==> config.mk <==
export PLATFORM = sky130hd
export DESIGN_NAME = uftl_slave
export DESIGN_NICKNAME = d
export VERILOG_FILES = /design/src/pkg/uftl_pkg.sv /design/src/pkg/uftl_line_if.sv /design/src/hw/uftl_front.sv /design/src/hw/uftl_slave.sv
export SDC_FILE = /design/constraint.sdc
export NUM_CORES = 1
export LEC_CHECK = 0
export BUFFER_PORTS_ARGS = -buffer_cell sky130_fd_sc_hd__buf_2
export CORE_MARGIN = 1.5
export CORE_UTILIZATION = 56
export DETAILED_ROUTE_END_ITERATION = 10
export PLACE_DENSITY = 0.77
export SYNTH_ARGS = -nofsm -noshare
export SYNTH_HDL_FRONTEND = slang
export SYNTH_SLANG_ARGS = --single-unit
==> constraint.sdc <==
create_clock -name clock -period 2.25 [get_ports clock]
set_input_delay 0.45 -clock clock [delete_from_list [all_inputs] [get_ports clock]]
set_output_delay 0.45 -clock clock [all_outputs]
set_load 0.03 [all_outputs]
==> src/pkg/uftl_pkg.sv <==
// constants and types for the one-way two-wire slave receiver
// Function
// - bus busy from any start until stop; restart keeps it busy.
// - sampling receiver samples data at least twice per bus clock period.
// - bytes travel most significant bit first.
// - slave never holds the clock line low.
// - slave never drives the data line, not even on the ninth clock.
// - first byte is seven-bit address plus direction; read only for start byte.
// - any start resets bus logic and expects an address next.
// - start directly followed by stop is tolerated harmlessly.
// - ten-bit first byte is prefix plus two msbs and direction; second low bits.
// - ten-bit prefix and zero direction compared, then full second byte.
// - ten-bit selection lasts until stop or restart with another address; code drops selection at any restart.
// - ten-bit only write; prefix patterns with upper bit set are reserved.
// - decode honours general call, start byte, reserved and ten-bit groups.
// - start byte is never answered and may precede a ten-bit address.
// - general call received as data; unprocessable bytes silently ignored.
// - general call then 06h resets device and loads programmable address.
// - general call then 04h loads programmable address without reset.
// - 00h and other codes ignored; odd second byte ignored entirely.
// - start is data falling with clock high; stop is data rising.
package uftl_pkg;
    localparam int BYTE_BITS = 8;
    localparam logic [3:0] BIT_LAST = 4'h7;
    localparam logic [3:0] BIT_NINTH = 4'h8;
    localparam logic [6:0] GCALL_ADDR = 7'h00;
    localparam logic [4:0] TEN_PREFIX = 5'h1e;
    localparam logic [3:0] RSV_LOW_HI = 4'h0;
    localparam logic [3:0] RSV_HIGH_HI = 4'hf;
    localparam logic [7:0] GC_RESET_LOAD = 8'h06;
    localparam logic [7:0] GC_LOAD = 8'h04;
    localparam int SYNC_STAGES = 2;
    typedef enum {
        UFTL_IDLE,
        UFTL_ADDR,
        UFTL_ADDR2,
        UFTL_DATA,
        UFTL_GCALL,
        UFTL_IGNORE
    } uftl_state_t;
    typedef enum {
        UFTL_EV_NONE,
        UFTL_EV_START,
        UFTL_EV_STOP
    } uftl_event_t;
endpackage

==> src/pkg/uftl_line_if.sv <==
// synchronised bus line view shared between front end and receiver
`timescale 1ns/1ps
`default_nettype none
interface uftl_line_if;
    logic clk_rise;
    logic data_bit;
    logic start_seen;
    logic stop_seen;
    modport front (output clk_rise, output data_bit, output start_seen,
        output stop_seen);
    modport rx (input clk_rise, input data_bit, input start_seen,
        input stop_seen);
endinterface
`default_nettype wire

==> src/hw/uftl_front.sv <==
// line synchroniser and start, stop and clock edge detection
`timescale 1ns/1ps
`default_nettype none
module uftl_front
    import uftl_pkg::*;
(
    input wire logic clock, // system clock
    input wire logic rst_n, // sync reset, low
    input wire logic scl_pin, // bus clock pin
    input wire logic sda_pin, // bus data pin
    uftl_line_if.front lines // detected events
);
    logic [SYNC_STAGES-1:0] scl_sync_r;
    logic [SYNC_STAGES-1:0] sda_sync_r;
    logic scl_prev_r;
    logic sda_prev_r;
    wire logic scl_now;
    wire logic sda_now;
    assign scl_now = scl_sync_r[SYNC_STAGES-1];
    assign sda_now = sda_sync_r[SYNC_STAGES-1];
    // system clock far faster than bus clock: many samples per period
    always_ff @(posedge clock) begin
        if (!rst_n) begin
            scl_sync_r <= '1;
            sda_sync_r <= '1;
            scl_prev_r <= 1'b1;
            sda_prev_r <= 1'b1;
        end else begin
            scl_sync_r <= {scl_sync_r[SYNC_STAGES-2:0], scl_pin};
            sda_sync_r <= {sda_sync_r[SYNC_STAGES-2:0], sda_pin};
            scl_prev_r <= scl_now;
            sda_prev_r <= sda_now;
        end
    end
    assign lines.clk_rise = scl_now & ~scl_prev_r;
    assign lines.data_bit = sda_now;
    // data moves with clock high only at framing conditions
    assign lines.start_seen = scl_now & scl_prev_r & sda_prev_r & ~sda_now;
    assign lines.stop_seen = scl_now & scl_prev_r & ~sda_prev_r & sda_now;
    chk_start_clock_high: assert property (@(posedge clock) disable iff (!rst_n)
        lines.start_seen |-> scl_now && $past(scl_now))
        else $error("start seen without clock high");
endmodule
`default_nettype wire

==> src/hw/uftl_slave.sv <==
// one-way two-wire slave receiver: framing, addressing, general call
`timescale 1ns/1ps
`default_nettype none
module uftl_slave
    import uftl_pkg::*;
#(
    parameter logic [9:0] OWN_ADDR10 = 10'h2a5, // own ten-bit address
    parameter logic [6:0] OWN_ADDR7_FIXED = 7'h50, // fixed address part
    parameter logic [6:0] PROG_MASK = 7'h03, // programmable address bits
    parameter logic USE_TEN_BIT = 1'b0, // answer ten-bit address
    parameter logic USE_GCALL = 1'b1 // honour general call
)
(
    input wire logic clock, // system clock
    input wire logic rst_n, // sync reset, low
    input wire logic scl_pin, // bus clock line in
    input wire logic sda_pin, // bus data line in
    input wire logic [6:0] prog_addr_pins, // programmable address source
    output logic scl_oe, // clock drive enable, always off
    output logic sda_oe, // data drive enable, always off
    output logic bus_busy, // bus between start and stop
    output logic selected, // addressed by the master
    output logic [7:0] rx_data, // last received data byte
    output logic rx_valid, // one-cycle data byte strobe
    output logic soft_reset, // one-cycle reset pulse
    output logic [6:0] prog_addr // loaded programmable address
);
    import uftl_pkg::*;
    uftl_line_if lines ();
    uftl_front u_front (
        .clock(clock),
        .rst_n(rst_n),
        .scl_pin(scl_pin),
        .sda_pin(sda_pin),
        .lines(lines)
    );
    uftl_state_t state_r, state_nxt;
    logic [3:0] bit_cnt_r;
    logic [7:0] shift_r;
    logic [6:0] pins_s1_r, pins_s2_r;
    logic busy_r, sel_r, valid_r, srst_r;
    logic [7:0] data_r;
    logic [6:0] prog_r;
    wire logic [7:0] byte_full;
    wire logic byte_done;
    wire logic ninth_done;
    wire logic [6:0] own7;
    wire logic is_gcall;
    wire logic is_ten;
    wire logic ten_match1;
    wire logic own7_match;
    wire logic gc_load;
    wire logic gc_reset;
    assign byte_full = {shift_r[6:0], lines.data_bit};
    assign byte_done = lines.clk_rise && bit_cnt_r == BIT_LAST;
    assign ninth_done = lines.clk_rise && bit_cnt_r == BIT_NINTH;
    assign own7 = (OWN_ADDR7_FIXED & ~PROG_MASK) | (prog_r & PROG_MASK);
    assign is_gcall = byte_full == {GCALL_ADDR, 1'b0};
    assign is_ten = byte_full[7:3] == TEN_PREFIX;
    assign ten_match1 = USE_TEN_BIT && is_ten
        && byte_full[2:1] == OWN_ADDR10[9:8] && !byte_full[0];
    // reserved groups never match; read bit only as start byte
    assign own7_match = !USE_TEN_BIT && byte_full[7:1] == own7
        && !byte_full[0] && byte_full[7:4] != RSV_LOW_HI
        && byte_full[7:4] != RSV_HIGH_HI;
    // odd or unassigned codes fall through ignored
    assign gc_load = byte_full == GC_LOAD;
    assign gc_reset = byte_full == GC_RESET_LOAD;
    always_comb begin
        state_nxt = state_r;
        if (lines.start_seen) begin
            state_nxt = UFTL_ADDR;
        end else if (lines.stop_seen) begin
            state_nxt = UFTL_IDLE;
        end else if (byte_done) begin
            case (state_r)
                UFTL_ADDR: begin
                    if (ten_match1) begin
                        state_nxt = UFTL_ADDR2;
                    end else if (own7_match) begin
                        state_nxt = UFTL_DATA;
                    end else if (is_gcall && USE_GCALL) begin
                        state_nxt = UFTL_GCALL;
                    end else begin
                        state_nxt = UFTL_IGNORE;
                    end
                end
                UFTL_ADDR2: begin
                    if (byte_full == OWN_ADDR10[7:0]) begin
                        state_nxt = UFTL_DATA;
                    end else begin
                        state_nxt = UFTL_IGNORE;
                    end
                end
                UFTL_GCALL: state_nxt = UFTL_IGNORE;
                UFTL_DATA: state_nxt = UFTL_DATA;
                UFTL_IGNORE: state_nxt = UFTL_IGNORE;
                default: state_nxt = UFTL_IGNORE;
            endcase
        end
    end
    always_ff @(posedge clock) begin
        if (!rst_n) begin
            state_r <= UFTL_IDLE;
            bit_cnt_r <= 4'h0;
            shift_r <= 8'h00;
        end else begin
            state_r <= state_nxt;
            shift_r <= lines.clk_rise ? byte_full : shift_r;
            if (lines.start_seen || lines.stop_seen || ninth_done) begin
                bit_cnt_r <= 4'h0;
            end else if (lines.clk_rise) begin
                bit_cnt_r <= bit_cnt_r + 4'h1;
            end
        end
    end
    always_ff @(posedge clock) begin
        if (!rst_n) begin
            busy_r <= 1'b0;
            sel_r <= 1'b0;
        end else begin
            busy_r <= lines.start_seen | (busy_r & ~lines.stop_seen);
            sel_r <= state_nxt == UFTL_DATA;
        end
    end
    always_ff @(posedge clock) begin
        if (!rst_n) begin
            valid_r <= 1'b0;
            data_r <= 8'h00;
        end else begin
            valid_r <= byte_done && state_r == UFTL_DATA;
            data_r <= (byte_done && state_r == UFTL_DATA) ? byte_full : data_r;
        end
    end
    wire logic gc_hit;
    assign gc_hit = byte_done && state_r == UFTL_GCALL;
    always_ff @(posedge clock) begin
        if (!rst_n) begin
            pins_s1_r <= 7'h00;
            pins_s2_r <= 7'h00;
            srst_r <= 1'b0;
            prog_r <= 7'h00;
        end else begin
            pins_s1_r <= prog_addr_pins;
            pins_s2_r <= pins_s1_r;
            srst_r <= gc_hit && gc_reset;
            if (gc_hit && (gc_load || gc_reset)) begin
                prog_r <= pins_s2_r;
            end
        end
    end
    // receive only: no drive on either line ever
    always_ff @(posedge clock) begin
        scl_oe <= 1'b0;
        sda_oe <= 1'b0;
    end
    assign bus_busy = busy_r;
    assign selected = sel_r;
    assign rx_data = data_r;
    assign rx_valid = valid_r;
    assign soft_reset = srst_r;
    assign prog_addr = prog_r;
    chk_never_drive: assert property (@(posedge clock) disable iff (!rst_n)
        !sda_oe && !scl_oe)
        else $error("slave drives a line");
    chk_start_resets: assert property (@(posedge clock) disable iff (!rst_n)
        lines.start_seen |=> state_r == UFTL_ADDR && bit_cnt_r == 4'h0)
        else $error("start did not reset bus logic");
    chk_busy_start: assert property (@(posedge clock) disable iff (!rst_n)
        lines.start_seen |=> bus_busy)
        else $error("bus not busy after start");
    chk_stop_frees: assert property (@(posedge clock) disable iff (!rst_n)
        lines.stop_seen && !lines.start_seen |=> !bus_busy && !selected)
        else $error("stop did not release");
    chk_msb_first: assert property (@(posedge clock) disable iff (!rst_n)
        rx_valid |-> rx_data[0] == $past(lines.data_bit))
        else $error("byte order wrong");
    chk_gc_reset: assert property (@(posedge clock) disable iff (!rst_n)
        soft_reset |-> $past(state_r) == UFTL_GCALL
            && $past(byte_full) == GC_RESET_LOAD)
        else $error("soft reset without its code");
    chk_start_byte: assert property (@(posedge clock) disable iff (!rst_n)
        byte_done && state_r == UFTL_ADDR && byte_full[0] |=> !selected)
        else $error("read address selected device");
    chk_odd_gc: assert property (@(posedge clock) disable iff (!rst_n)
        gc_hit && byte_full[0] |=> $stable(prog_addr) && !soft_reset)
        else $error("odd general call code acted on");
    chk_bit_count: assert property (@(posedge clock) disable iff (!rst_n)
        bit_cnt_r <= BIT_NINTH)
        else $error("bit count overran");
endmodule
`default_nettype wire

Word level (Yosys, flattened, before mapping)
Index checks and enable logic that the tools add are counted.

Bits in writable memories: 0. Register bits after elaboration: 82. Input port bits: 11. Logic and storage cells: 65. Latch bits: 0. Memories kept: 0. Output and inout port bits: 21. Memory bits (read-only): 0.

Multipliers: 0. Mux-type cells: 7. Reductions and logical operators: 16. Shift operators: 0. Div/mod/pow operators: 0. Magnitude comparators: 0. Equality and inequality tests: 13. Add/sub/neg operators: 1. Bitwise gates (word level): 13.

Operator list (count): two-way mux 32 bit (3); case mux 32 bit (3 select lines) (1); == test 32 x 2 -> 1 bit, second input constant (2); == test 32 x 3 -> 1 bit, second input constant (2); == test 32 x 1 -> 1 bit, second input constant (1); == test 32 x 4 -> 1 bit, second input constant (1); == test 8 x 3 -> 1 bit, second input constant (2); logical AND 1 bit (9); == test 8 bit, second input constant (1); zero test 8 bit (1); AND 1 bit (7); == test 7 bit (1); two-way mux 3 bit (2); NOT 1 bit (5); adder 4 x 1 -> 4 bit, second input constant (1); == test 4 x 3 -> 1 bit, second input constant (1); == test 4 bit, second input constant (1); != test 4 bit, second input constant (1); nonzero test 4 bit (1); logical OR 1 bit (3); OR reduction 2 bit (1); zero test 1 bit (1); two-way mux 1 bit (1); bitwise OR 1 bit (1).

Longest topological paths before layout
Gate-level depths: netlist of run 1.

Depth in word-level cells: 10. Mapped depth: 7. Depth with buffers taken out: 6.

By module
From an unflattened synthesis of run 1, not the netlist that was laid out.

Cell total of the unflattened synthesis: 291. Area total of the unflattened synthesis: 2955.3 um2.

By module, submodules not included: uftl_slave (times used 1, area each 2771.4 um2, cells each 276, sequential area each 1521.5 um2); uftl_front (times used 1, area each 183.9 um2, cells each 15, sequential area each 120.1 um2).

Least setup slack after synthesis of run 1
OpenSTA, ideal clock, no wires.

Path type: register -> register. Start point: reg u_front.scl_prev_r. End point: reg data_r[0] (netlist: rx_data[0]). Data required time: 2.122 ns. Cell stages (with the launch flop): 8. Path slack: 0.229 ns. Arrival time: 1.893 ns. Setup time: 0.128 ns. Path buffers: 2. Period minus slack after synthesis: 2.021 ns. Cell sequence: dfxtp_1 -> nand2b_1 -> buf_6 -> or3_4 -> buf_6 -> nor4_4 -> mux2i_1 -> nor2_1.

Word-level cells in the longest chain between the ends: 4.

Ends and longest elaborated chain: start, declared (RTL line uftl_front.sv:15) `logic scl_prev_r;`; start signal, assigned (RTL line uftl_front.sv:31) `scl_prev_r <= scl_now;`; NOT 1 bit (RTL line uftl_front.sv:35) `assign lines.clk_rise = scl_now & ~scl_prev_r;`; AND 1 bit (RTL line uftl_front.sv:35); logical AND 1 bit (RTL line uftl_slave.sv:55) `assign byte_done = lines.clk_rise && bit_cnt_r == BIT_LAST;`; logical AND 1 bit (RTL line uftl_slave.sv:132) `data_r <= (byte_done && state_r == UFTL_DATA) ? byte_full : data_r;`; end signal, assigned (RTL line uftl_slave.sv:132); end, declared (RTL line uftl_slave.sv:42) `logic [7:0] data_r;`.

Every way passes these cells. A chain may end at the register's enable or synchronous reset.

Worst setup path after layout of run 1
Start point: reg bit_cnt_r[0]. End point: reg sel_r (netlist: selected).

Word-level cells in the longest chain between the ends: 6.

Ends and longest elaborated chain: start, declared (RTL line uftl_slave.sv:38) `logic [3:0] bit_cnt_r;`; start signal, assigned (RTL line uftl_slave.sv:113) `bit_cnt_r <= bit_cnt_r + 4'h1;`; == test 4 x 3 -> 1 bit (RTL line uftl_slave.sv:55); logical AND 1 bit (RTL line uftl_slave.sv:55); two-way mux 32 bit (RTL line uftl_slave.sv:75) `end else if (byte_done) begin`; two-way mux 32 bit (RTL line uftl_slave.sv:73) `end else if (lines.stop_seen) begin`; two-way mux 32 bit (RTL line uftl_slave.sv:71) `if (lines.start_seen) begin`; == test 32 x 3 -> 1 bit (RTL line uftl_slave.sv:123) `sel_r <= state_nxt == UFTL_DATA;`; end signal, assigned (RTL line uftl_slave.sv:120) `sel_r <= 1'b0;`; end signal, assigned (RTL line uftl_slave.sv:123); end, declared (RTL line uftl_slave.sv:41) `logic busy_r, sel_r, valid_r, srst_r;`.

Every way passes these cells.

==> results of run 1 <==
## cell type report
| cell class | instances | area, µm² |
|---|---|---|
| Clock buffer | 12 | 145 |
| Clock inverter | 4 | 75.1 |
| Fill cell | 396 | 1510 |
| Inverter | 7 | 26.3 |
| Multi-Input combinational cell | 186 | 1110 |
| Sequential cell | 82 | 1640 |
| Tap cell | 67 | 83.8 |
| Timing Repair Buffer | 40 | 228 |
## placed cells by master (no fill, tap or decap), types with 2 or more instances in the layout
master	Yosys	final
a21oi_1	19	19
a31oi_1	2	2
and2_1	15	15
and3_1	29	29
buf_2	0	29
buf_4	2	11
bufinv_16	0	2
clkbuf_1	13	2
clkbuf_8	0	10
clkinvlp_4	0	2
conb_1	1	2
dfxtp_1	82	82
ha_1	2	2
inv_1	6	6
mux2i_1	8	8
nand2_1	23	23
nand2b_1	8	8
nand3_1	11	11
nand4_1	4	4
nor2_1	16	16
nor3_1	6	6
nor4_1	9	9
nor4bb_1	3	3
o21ai_0	10	10
xnor2_1	4	4
xor2_1	2	2
## logic make-up (layout without fill, tap and decap cells)
| group | count (synthesis) | in the layout | synth area share, % |
|---|---|---|---|
| other | 1 | 2 | 0.131 |
| DFF | 82 | 82 | 57.4 |
| adders and majority gates | 2 | 2 | 0.875 |
| and+or+nand+nor | 131 | 131 | 25.7 |
| buffers and inverters | 24 | 63 | 3.94 |
| AOI/OAI and AO/OA | 37 | 37 | 7.27 |
| xor gates and xnor gates | 6 | 6 | 1.84 |
| muxes | 8 | 8 | 2.80 |
## metal layers
layer	up-vias	share of wire [%]	global-route usage, %
met1	946	49	26.8
li1	1066	-	-
met4	0	1.6	9.09
met3	7	4.3	8.94
met2	50	45	31.5
met5	-	0	0
## metrics by stage
step | std cells | hold slack (ns) | area [µm²]
final | 398 | 0.276 | 3310
after global routing | 398 | 0.253 | 3310
after CTS | 398 | 0.260 | 3310
after detailed placement | 382 | 0.397 | 3090
after global placement | 382 | 0.389 | 3090
after floorplan | 292 | 0.386 | 2860
## worst max-delay path by stage
stage | startpoint | endpoint | slack, ns | cells past startpoint
2_1_floorplan | u_front.scl_prev_r$_SDFF_PN1_ | rx_data[0]$_SDFFE_PN0P_ | 0.23 | 7
3_3_place_gp | bit_cnt_r[0]$_SDFFE_PP0P_ | selected$_SDFF_PN0_ | 0.29 | 6
3_5_place_dp | bit_cnt_r[0]$_SDFFE_PP0P_ | prog_addr[5]$_SDFFE_PN0P_ | 0.23 | 6
4_1_cts | bit_cnt_r[0]$_SDFFE_PP0P_ | prog_addr[4]$_SDFFE_PN0P_ | 0.19 | 6
5_1_grt | bit_cnt_r[0]$_SDFFE_PP0P_ | prog_addr[6]$_SDFFE_PN0P_ | 0.03 | 6
6_report | bit_cnt_r[0]$_SDFFE_PP0P_ | selected$_SDFF_PN0_ | 0.20 | 6
## synth_stat cells, types with 6 or more instances
cell	count
a21oi_1	19
and2_1	15
and3_1	29
clkbuf_1	13
dfxtp_1	82
inv_1	6
mux2i_1	8
nand2_1	23
nand2b_1	8
nand3_1	11
nor2_1	16
nor3_1	6
nor4_1	9
o21ai_0	10
## power by group through the flow
| stage | clock (W) | combinational (W) | sequential, W |
|---|---|---|---|
| final | 0.00115 | 0.0000796 | 0.00148 |
| after global routing | 0.00125 | 0.0000876 | 0.00148 |
| after CTS | 0.00118 | 0.0000789 | 0.00148 |
| after detailed placement | 0 | 0.0000786 | 0.00151 |
| after global placement | 0 | 0.0000766 | 0.00151 |
| after floorplan | 0 | 0.0000572 | 0.00151 |
## registers in the layout, summed over array words and instances (netlist names)
signal / cells
bit_cnt_r: 4
bus_busy: 1
pins_s1_r: 7
pins_s2_r: 7
prog_addr: 7
rx_data: 8
rx_valid: 1
selected: 1
shift_r: 7
soft_reset: 1
state_r: 32
u_front.scl_prev_r: 1
u_front.scl_sync_r: 2
u_front.sda_prev_r: 1
u_front.sda_sync_r: 2
==> metrics.yaml, run 1 <==
rsz0062_at_grt: "no"
status: "complete, no violations"
grt_remaining_overflow: 0
cts.sinks: 82
gp_congestion: 0.837
cts.htree.levels: 3
p_clk_share_pct: 42.5
yosysTopAreaCell: "dfxtp_1"
p_switching_w: 0.000555
post-cts-setup-buffers: 0
post-place-ws_ns: 0.233
cts_hold_buf: 0
cp_max_fo: 9
maxCapViolCount: 0
vias: 2069
synth-edff-count: 0
track_usage_pct: 21.1
avgSynthCellArea_um2: 9.82
hold_depth: 2
yosys_warnings: 0
swShare_pct: 20.5
post-route-period-util_pct: 91.2
io_pins: 32
min-delay-start: "scl_pin"
seq_power_share_pct: 54.6
utilization_pct: 68.7
synth_ff_type: "dfxtp_1"
fin_skew_ns: 0.00781
min_path_type: "in -> reg"
fp.dieH_um: 74.5
cts.path.max_buffers: 2
cts_resized: 0
nets: 339
drc: 0
worstPathArrival_ns: 2.29
start_util_pct: 59.4
yosysSeqAreaShare_pct: 57.4
rrSetupSlack_ns: 0.20
critical_path.cell_chain: "ha_1, nand2_1, or3_4, or4_1, o22ai_1, nor4bb_1"
p_leak_nw: 1.41
core_area_um2: 4820
hold_path_end: "u_front.scl_sync_r[0]$_SDFF_PN1_"
endpoint_kind: "flip-flop"
setup_viol: 0
fin_total_pwr_w: 0.00271
critical-path-max-stage-delay_ns: 0.57
r2r_end: "selected$_SDFF_PN0_"
portBuffers: 29
vias_per_cell: 5.20
synthTopCellsByArea: "dfxtp_1 57%, and3_1 6.3%, a21oi_1 3.3%"
period_minus_slack_ns: 2.05
dr.pass1.iters: 4
crit_family: "simple AND/OR/NAND/NOR gates"
rows: 25
crit_path_top_delay_cell: "or4_1"
routed_wl_mm: 5.17
p_comb_share_pct: 2.9
fmax_ghz: 0.487
synth.top_cell.area_share_pct: 57.4
path_class: "reg -> reg"
drive_gt1_share_pct: 17.2
cts_tree: "yes"
clk_latency_ns: 0.35
timing.final.ws_setup_ns: 0.198
area_growth_pct: 15.7
clkTransAtPathRegs_ns: 0.08
drv_slew: 0
wl_per_cell_um: 13.0
ff2ff_path_depth: 6
drt_iter0_drc: 132
cts_made_buffers: 9
num_antenna_cells: 0
antenna_found_initial: 0
clock-root-buffer: "clkbuf_8"
antenna_left: 0
grt_max_degree: 30
report.final.hold_viol_count: 0
crit_path_start_kind: "flip-flop"
dieArea_um2: 5540
ys_async_sr_fraction_pct: 0
synth_seq_cells: 82
p_int_w: 0.00216
synthCells: 291
dp_hpwl_mm: 3.48
required_ns: 2.49
path_buf_inv: 0
pwr_density_cell_nw_per_um2: 819
r2r-start: "bit_cnt_r[0]$_SDFFE_PP0P_"
grt_pass1_vias: 1879
fin_setup_tns_ns: 0
synthesis.area_um2: 2860
grt_pass1_wl_mm: 8.54
yosysUniqueCellTypes: 37
peakVddDrop_uv: 487
dieWidth_um: 74.5
No activity file was read; power rests on OpenSTA's default activity.
==> run 2, diff against run 1 <==
--- a/config.mk
+++ b/config.mk
@@ -7,9 +7,10 @@
 export LEC_CHECK = 0
 export BUFFER_PORTS_ARGS = -buffer_cell sky130_fd_sc_hd__buf_2
 export CORE_MARGIN = 1.5
-export CORE_UTILIZATION = 56
+export CORE_UTILIZATION = 57
 export DETAILED_ROUTE_END_ITERATION = 10
-export PLACE_DENSITY = 0.77
+export PLACE_DENSITY = 0.78
 export SYNTH_ARGS = -nofsm -noshare
 export SYNTH_HDL_FRONTEND = slang
+export SYNTH_HIERARCHICAL = 1
 export SYNTH_SLANG_ARGS = --single-unit
==> constraint.sdc (replaced) <==
create_clock -name clock -period 1.9 [get_ports clock]
set_input_delay 0.38 -clock clock [delete_from_list [all_inputs] [get_ports clock]]
set_output_delay 0.38 -clock clock [all_outputs]
set_load 0.03 [all_outputs]
==> metrics.yaml, run 2 <==
cts_made_buffers: 9  # unchanged
dieArea_um2: 5630  # +1.5%
vias_per_cell: 5.31  # +2.1%
ff2ff_path_depth: 4  # -2
rows: 26  # +4.0%
drive_gt1_share_pct: 21.0  # +3.8 points
fin_total_pwr_w: 0.00315  # +16%
clock-root-buffer: "clkbuf_8"
status: "complete, no violations"
cts.htree.levels: 3  # unchanged
path_class: "reg -> reg"
grt_pass1_vias: 2018  # +7.4%
required_ns: 2.12  # -0.37 ns
wl_per_cell_um: 14.0  # +7.8%
nets: 341  # +0.59%
crit_path_start_kind: "flip-flop"
dieWidth_um: 75.0  # +0.75%
drc: 0  # unchanged
clkTransAtPathRegs_ns: 0.08  # about the same
layout.cells.most_common_list: "81 x dfxtp_1, 35 x nand2_1, 32 x and3_1"
grt_pass1_wl_mm: 9.22  # +8.0%
synth-edff-count: 0  # unchanged
yosysSeqAreaShare_pct: 55.5  # -1.9 points
cts_hold_buf: 0  # unchanged
synthTopCellsByArea: "dfxtp_1 56%, mux2i_1 8.1%, and3_1 6.8%"
cts.path.max_buffers: 2  # unchanged
dp_hpwl_mm: 3.71  # +6.5%
fin_setup_tns_ns: 0  # unchanged
fillCellCount: 382  # -3.5%
hold_path_end: "u_front/scl_sync_r[0]$_SDFF_PN1_"
vias: 2138  # +3.3%
grt_remaining_overflow: 0  # unchanged
ys_async_sr_fraction_pct: 0  # unchanged
min-delay-start: "scl_pin"
whs_ns: 0.224  # -0.0514 ns
dr.pass1.iters: 4  # unchanged
synth_seq_cells: 82  # unchanged
timing.final.ws_setup_ns: 0.0407  # -0.158 ns
synth_common_cells: "82 x dfxtp_1, 35 x nand2_1, 32 x and3_1, 24 x mux2i_1"
final_common_cell: "dfxtp_1"
synth_ff_type: "dfxtp_1"
largest_register_ffs: 32  # unchanged
rrSetupSlack_ns: 0.04  # -0.16 ns
drt_iter0_drc: 100  # -24%
p_leak_nw: 1.57  # +12%
cts_tree: "yes"
synthCells: 291  # unchanged
report.final.hold_viol_count: 0  # unchanged
area_growth_pct: 18.4
post-place-ws_ns: 0.0885  # -0.145 ns
num_antenna_cells: 0  # unchanged
grt_max_degree: 53  # +77%
yosysTopAreaCell: "dfxtp_1"
yosysUniqueCellTypes: 40  # +8.1%
utilization_pct: 69.4  # +0.70 points
critical_path.cell_chain: "or3b_1, nor4_2, a21oi_1, a2111oi_2"
track_usage_pct: 21.9  # +0.78 points
period_minus_slack_ns: 1.86  # -0.192 ns
crit_path_top_delay_cell: "or3b_1"
gp_congestion: 0.763  # -8.9%
peakVddDrop_uv: 646  # +33%
synthesis.area_um2: 2960  # +3.4%
synth.top_cell.area_share_pct: 55.5  # -1.9 points
io_pins: 32  # unchanged
post-route-period-util_pct: 97.9  # +6.7 points
setup_viol: 0  # unchanged
avgSynthCellArea_um2: 10.2  # +3.4%
fin_skew_ns: 0.00848  # +0.000670 ns
largest-register: "state_r"
r2r_end: "selected$_SDFF_PN0_"
critical-path-max-stage-delay_ns: 0.43  # -0.14 ns
fp.dieH_um: 75.0  # +0.75%
min_path_type: "in -> reg"
core_area_um2: 5040  # +4.7%
hold_depth: 2  # unchanged
yosys_warnings: 6  # +6
portBuffers: 29  # unchanged
antenna_left: 0  # unchanged
cts.sinks: 82  # unchanged
cp_max_fo: 8  # -1
yosysMostFrequentCell: "dfxtp_1"
worstPathArrival_ns: 2.08  # -0.21 ns
clk_latency_ns: 0.34  # about the same
maxCapViolCount: 0  # unchanged
start_util_pct: 58.6  # -0.74 points
drv_slew: 0  # unchanged
fmax_ghz: 0.538  # +10%
r2r-start: "u_front/sda_sync_r[1]$_SDFF_PN1_"
endpoint_kind: "flip-flop"
routed_wl_mm: 5.64  # +9.1%
pwr_density_cell_nw_per_um2: 901  # +10%
antenna_found_initial: 0  # unchanged
[run 2: worst max path at each step]
stage	startpoint	end	slack [ns]	cells after the start
2_1_floorplan	u_front/scl_sync_r[1]$_SDFF_PN1_	soft_reset$_SDFF_PN0_	0.1	5
3_3_place_gp	bit_cnt_r[1]$_SDFFE_PP0P_	soft_reset$_SDFF_PN0_	0.12	5
3_5_place_dp	bit_cnt_r[1]$_SDFFE_PP0P_	prog_addr[3]$_SDFFE_PN0P_	0.09	6
4_1_cts	bit_cnt_r[1]$_SDFFE_PP0P_	prog_addr[3]$_SDFFE_PN0P_	0.04	6
5_1_grt	u_front/scl_sync_r[1]$_SDFF_PN1_	soft_reset$_SDFF_PN0_	-0.02	5
6_report	u_front/sda_sync_r[1]$_SDFF_PN1_	selected$_SDFF_PN0_	0.04	4
[run 2: final cells by class]
cell class | count | area (µm²) | area share [%]
sequential | 82 | 1640 | 47.0
multi-input combinational | 188 | 1280 | 36.7
timing repair buffer | 41 | 248 | 7.08
clock buffer | 11 | 151 | 4.33
tap | 70 | 87.6 | 2.50
clock inverter | 5 | 61.3 | 1.75
inverter | 6 | 22.5 | 0.644
[run 2: routing by layer]
layer / vias up / share of wire (%) / GRT usage, %
li1: 1081 / - / -
met1: 996 / 48 / 29.0
met2: 43 / 46 / 33.2
met3: 18 / 3.2 / 5.35
met4: 0 / 2.8 / 11.3
met5: - / 0 / 0
[run 2: report_power, final]
part	internal, W	switching [W]	total [W]	leakage [nW]
clock	0.000686	0.000612	0.00130	0.110
combinational	0.0000409	0.0000634	0.000104	0.799
sequential	0.00174	0.0000100	0.00175	0.665
total	0.00247	0.000685	0.00315	1.57
[run 2: timing repair]
| action | 4_1_cts | 5_1_grt |
|---|---|---|
| resized for setup | 0 | 9 |
| buffers inserted | 0 | 0 |
| endpoints found under the setup margin | 0 | 10 |
[run 2: kinds of logic after synthesis]
group                      Yosys count  share of synthesized area [%]
AOI/OAI and AO/OA                   13                           2.88
xor gates and xnor gates             5                           1.48
adders and majority gates            2                          0.847
buffers and inverters               22                           3.13
DFF                                 82                           55.5
muxes                               24                           8.13
other                                1                          0.127
and+or+nand+nor                    142                           27.9
[run 2: stage by stage]
stage,instance area [µm²],cells
after global placement,3240,387
after floorplan,2960,292
final,3500,403
after global routing,3500,403
after detailed placement,3240,387
after CTS,3450,403
[run 2: critical path: cells and delay by family, from the launching register on]
family,cells,cell delay [ns]
AOI/OAI and AO/OA,2,0.53
DFF,1,0.41
and+or+nand+nor,2,0.79
==> run 3, diff against run 2 <==
--- a/config.mk
+++ b/config.mk
@@ -6,6 +6,7 @@
 export NUM_CORES = 1
 export LEC_CHECK = 0
 export BUFFER_PORTS_ARGS = -buffer_cell sky130_fd_sc_hd__buf_2
+export CORE_ASPECT_RATIO = 1.4
 export CORE_MARGIN = 1.5
 export CORE_UTILIZATION = 57
 export DETAILED_ROUTE_END_ITERATION = 10
==> metrics.yaml, run 3 (same netlist as run 2, synthesis figures left out) <==
drc: 0  # unchanged
p_clk_share_pct: 36.3  # -4.9 points
grt_pass1_vias: 2007  # -0.55%
p_switching_w: 0.000665  # -3.0%
worstPathArrival_ns: 2.06  # -0.02 ns
post-place-ws_ns: 0.0527  # -0.0358 ns
wl_per_cell_um: 13.8  # -1.5%
rsz0062_at_grt: "no"
drt_iter0_drc: 151  # +51%
whs_ns: 0.214  # -0.0100 ns
dieArea_um2: 5630  # +0.11%
grt_max_degree: 53  # unchanged
grt_remaining_overflow: 0  # unchanged
vias_per_cell: 5.36  # +0.96%
post-route-period-util_pct: 97.9  # about the same
cts_made_buffers: 9  # unchanged
setup_viol: 0  # unchanged
portBuffers: 29  # unchanged
io_pins: 32  # unchanged
min_path_type: "in -> reg"
antenna_found_initial: 0  # unchanged
cts.htree.levels: 3  # unchanged
dp_hpwl_mm: 3.69  # -0.55%
layout.cells.most_common_list: "81 x dfxtp_1, 35 x nand2_1, 32 x and3_1"
crit_path_start_kind: "flip-flop"
largest-register: "state_r"
routed_wl_mm: 5.46  # -3.2%
fin_setup_tns_ns: 0  # unchanged
required_ns: 2.10  # -0.02 ns
cts.path.max_buffers: 2  # unchanged
area_growth_pct: 16.1
clock-root-buffer: "clkbuf_8"
drive_gt1_share_pct: 20.2  # -0.84 points
largest_register_ffs: 32  # unchanged
post-cts-setup-buffers: 0  # unchanged
endpoint_kind: "flip-flop"
clk_latency_ns: 0.35  # about the same
vias: 2121  # -0.80%
final_common_cell: "dfxtp_1"
fmax_ghz: 0.538  # about the same
fin_skew_ns: 0.00959  # +0.00111 ns
cts_tree: "yes"
pwr_density_cell_nw_per_um2: 847  # -6.0%
period_minus_slack_ns: 1.86  # +0.000419 ns
maxCapViolCount: 0  # unchanged
num_antenna_cells: 0  # unchanged
core_area_um2: 4920  # -2.5%
p_int_w: 0.00224  # -9.1%
cp_max_fo: 8  # unchanged
antenna_left: 0  # unchanged
grt_pass1_wl_mm: 9.29  # +0.75%
clkTransAtPathRegs_ns: 0.08  # about the same
drv_slew: 0  # unchanged
swShare_pct: 22.9  # +1.1 points
peakVddDrop_uv: 574  # -11%
nets: 341  # unchanged
dieWidth_um: 63.9  # -15%
p_comb_share_pct: 3.6  # +0.3 points
p_leak_nw: 1.54  # -2.4%
gp_congestion: 0.918  # +20%
report.final.hold_viol_count: 0  # unchanged
status: "complete, no violations"
seq_power_share_pct: 60.2  # +4.7 points
track_usage_pct: 21.7  # -0.23 points
rows: 30  # +15%
cts.sinks: 82  # unchanged
dr.pass1.iters: 7  # +3
timing.final.ws_setup_ns: 0.0402  # -0.000419 ns
path_class: "reg -> reg"
fp.dieH_um: 88.2  # +18%
start_util_pct: 60.1  # +1.5 points
run 3: critical path, cell delays in order, from the launching register on:
cell and delay [ns]:
dfxtp_1 0.37, or3b_1 0.43, nor4_4 0.32, a21oi_1 0.15, a2111oi_1 0.45
run 3: per-layer routing:
metal  vias to the layer above  GRT usage [%]  part of all wire (%)  wire length [µm]
met1                       974           26.6                    45              2480
li1                       1082              -                     -                 -
met3                        17           5.40                   3.6               198
met5                         -              0                     0                 0
met4                         0           14.0                   3.1               168
met2                        48           33.9                    48              2610
run 3: cell type report:
type | instances | area, µm²
Sequential cell | 82 | 1640
Fill cell | 382 | 1490
Multi-Input combinational cell | 188 | 1270
Timing Repair Buffer | 41 | 251
Clock buffer | 10 | 128
Tap cell | 64 | 80.1
Clock inverter | 5 | 32.5
Inverter | 6 | 22.5
run 3: metrics by stage:
stage	power (W)	utilization (%)	instance area [µm²]	std cells
after CTS	0.00293	68.9	3390	396
after global routing	0.00301	69.8	3430	396
after floorplan	0.00186	-	2960	292
after detailed placement	0.00189	65.6	3230	381
final	0.00291	69.8	3430	396
after global placement	0.00189	65.6	3230	381
run 3: path summary, 6_finish.rpt:
check	cells after the start	start	slack (ns)	to
setup / recovery	4	u_front/sda_sync_r[1]$_SDFF_PN1_	0.04	selected$_SDFF_PN0_
setup reg to reg	4	u_front/sda_sync_r[1]$_SDFF_PN1_	0.04	selected$_SDFF_PN0_
hold / removal	2	sda_pin	0.21	u_front/sda_sync_r[0]$_SDFF_PN1_
hold reg to reg	1	u_front/sda_sync_r[0]$_SDFF_PN1_	0.43	u_front/sda_sync_r[1]$_SDFF_PN1_
run 3: power groups by stage:
stage                     Sequential [W]  Combinational, W  Clock, W
final                            0.00175          0.000104   0.00105
after CTS                        0.00175          0.000103   0.00108
after floorplan                  0.00179         0.0000674         0
after global routing             0.00175          0.000116   0.00114
after detailed placement         0.00179          0.000102         0
after global placement           0.00179          0.000101         0
run 3: what timing repair did:
action / CTS / global route
hold endpoints to repair: 0 / 0
resized for setup: 0 / 9
hold buffers: 0 / 0
setup endpoints to repair: 0 / 11
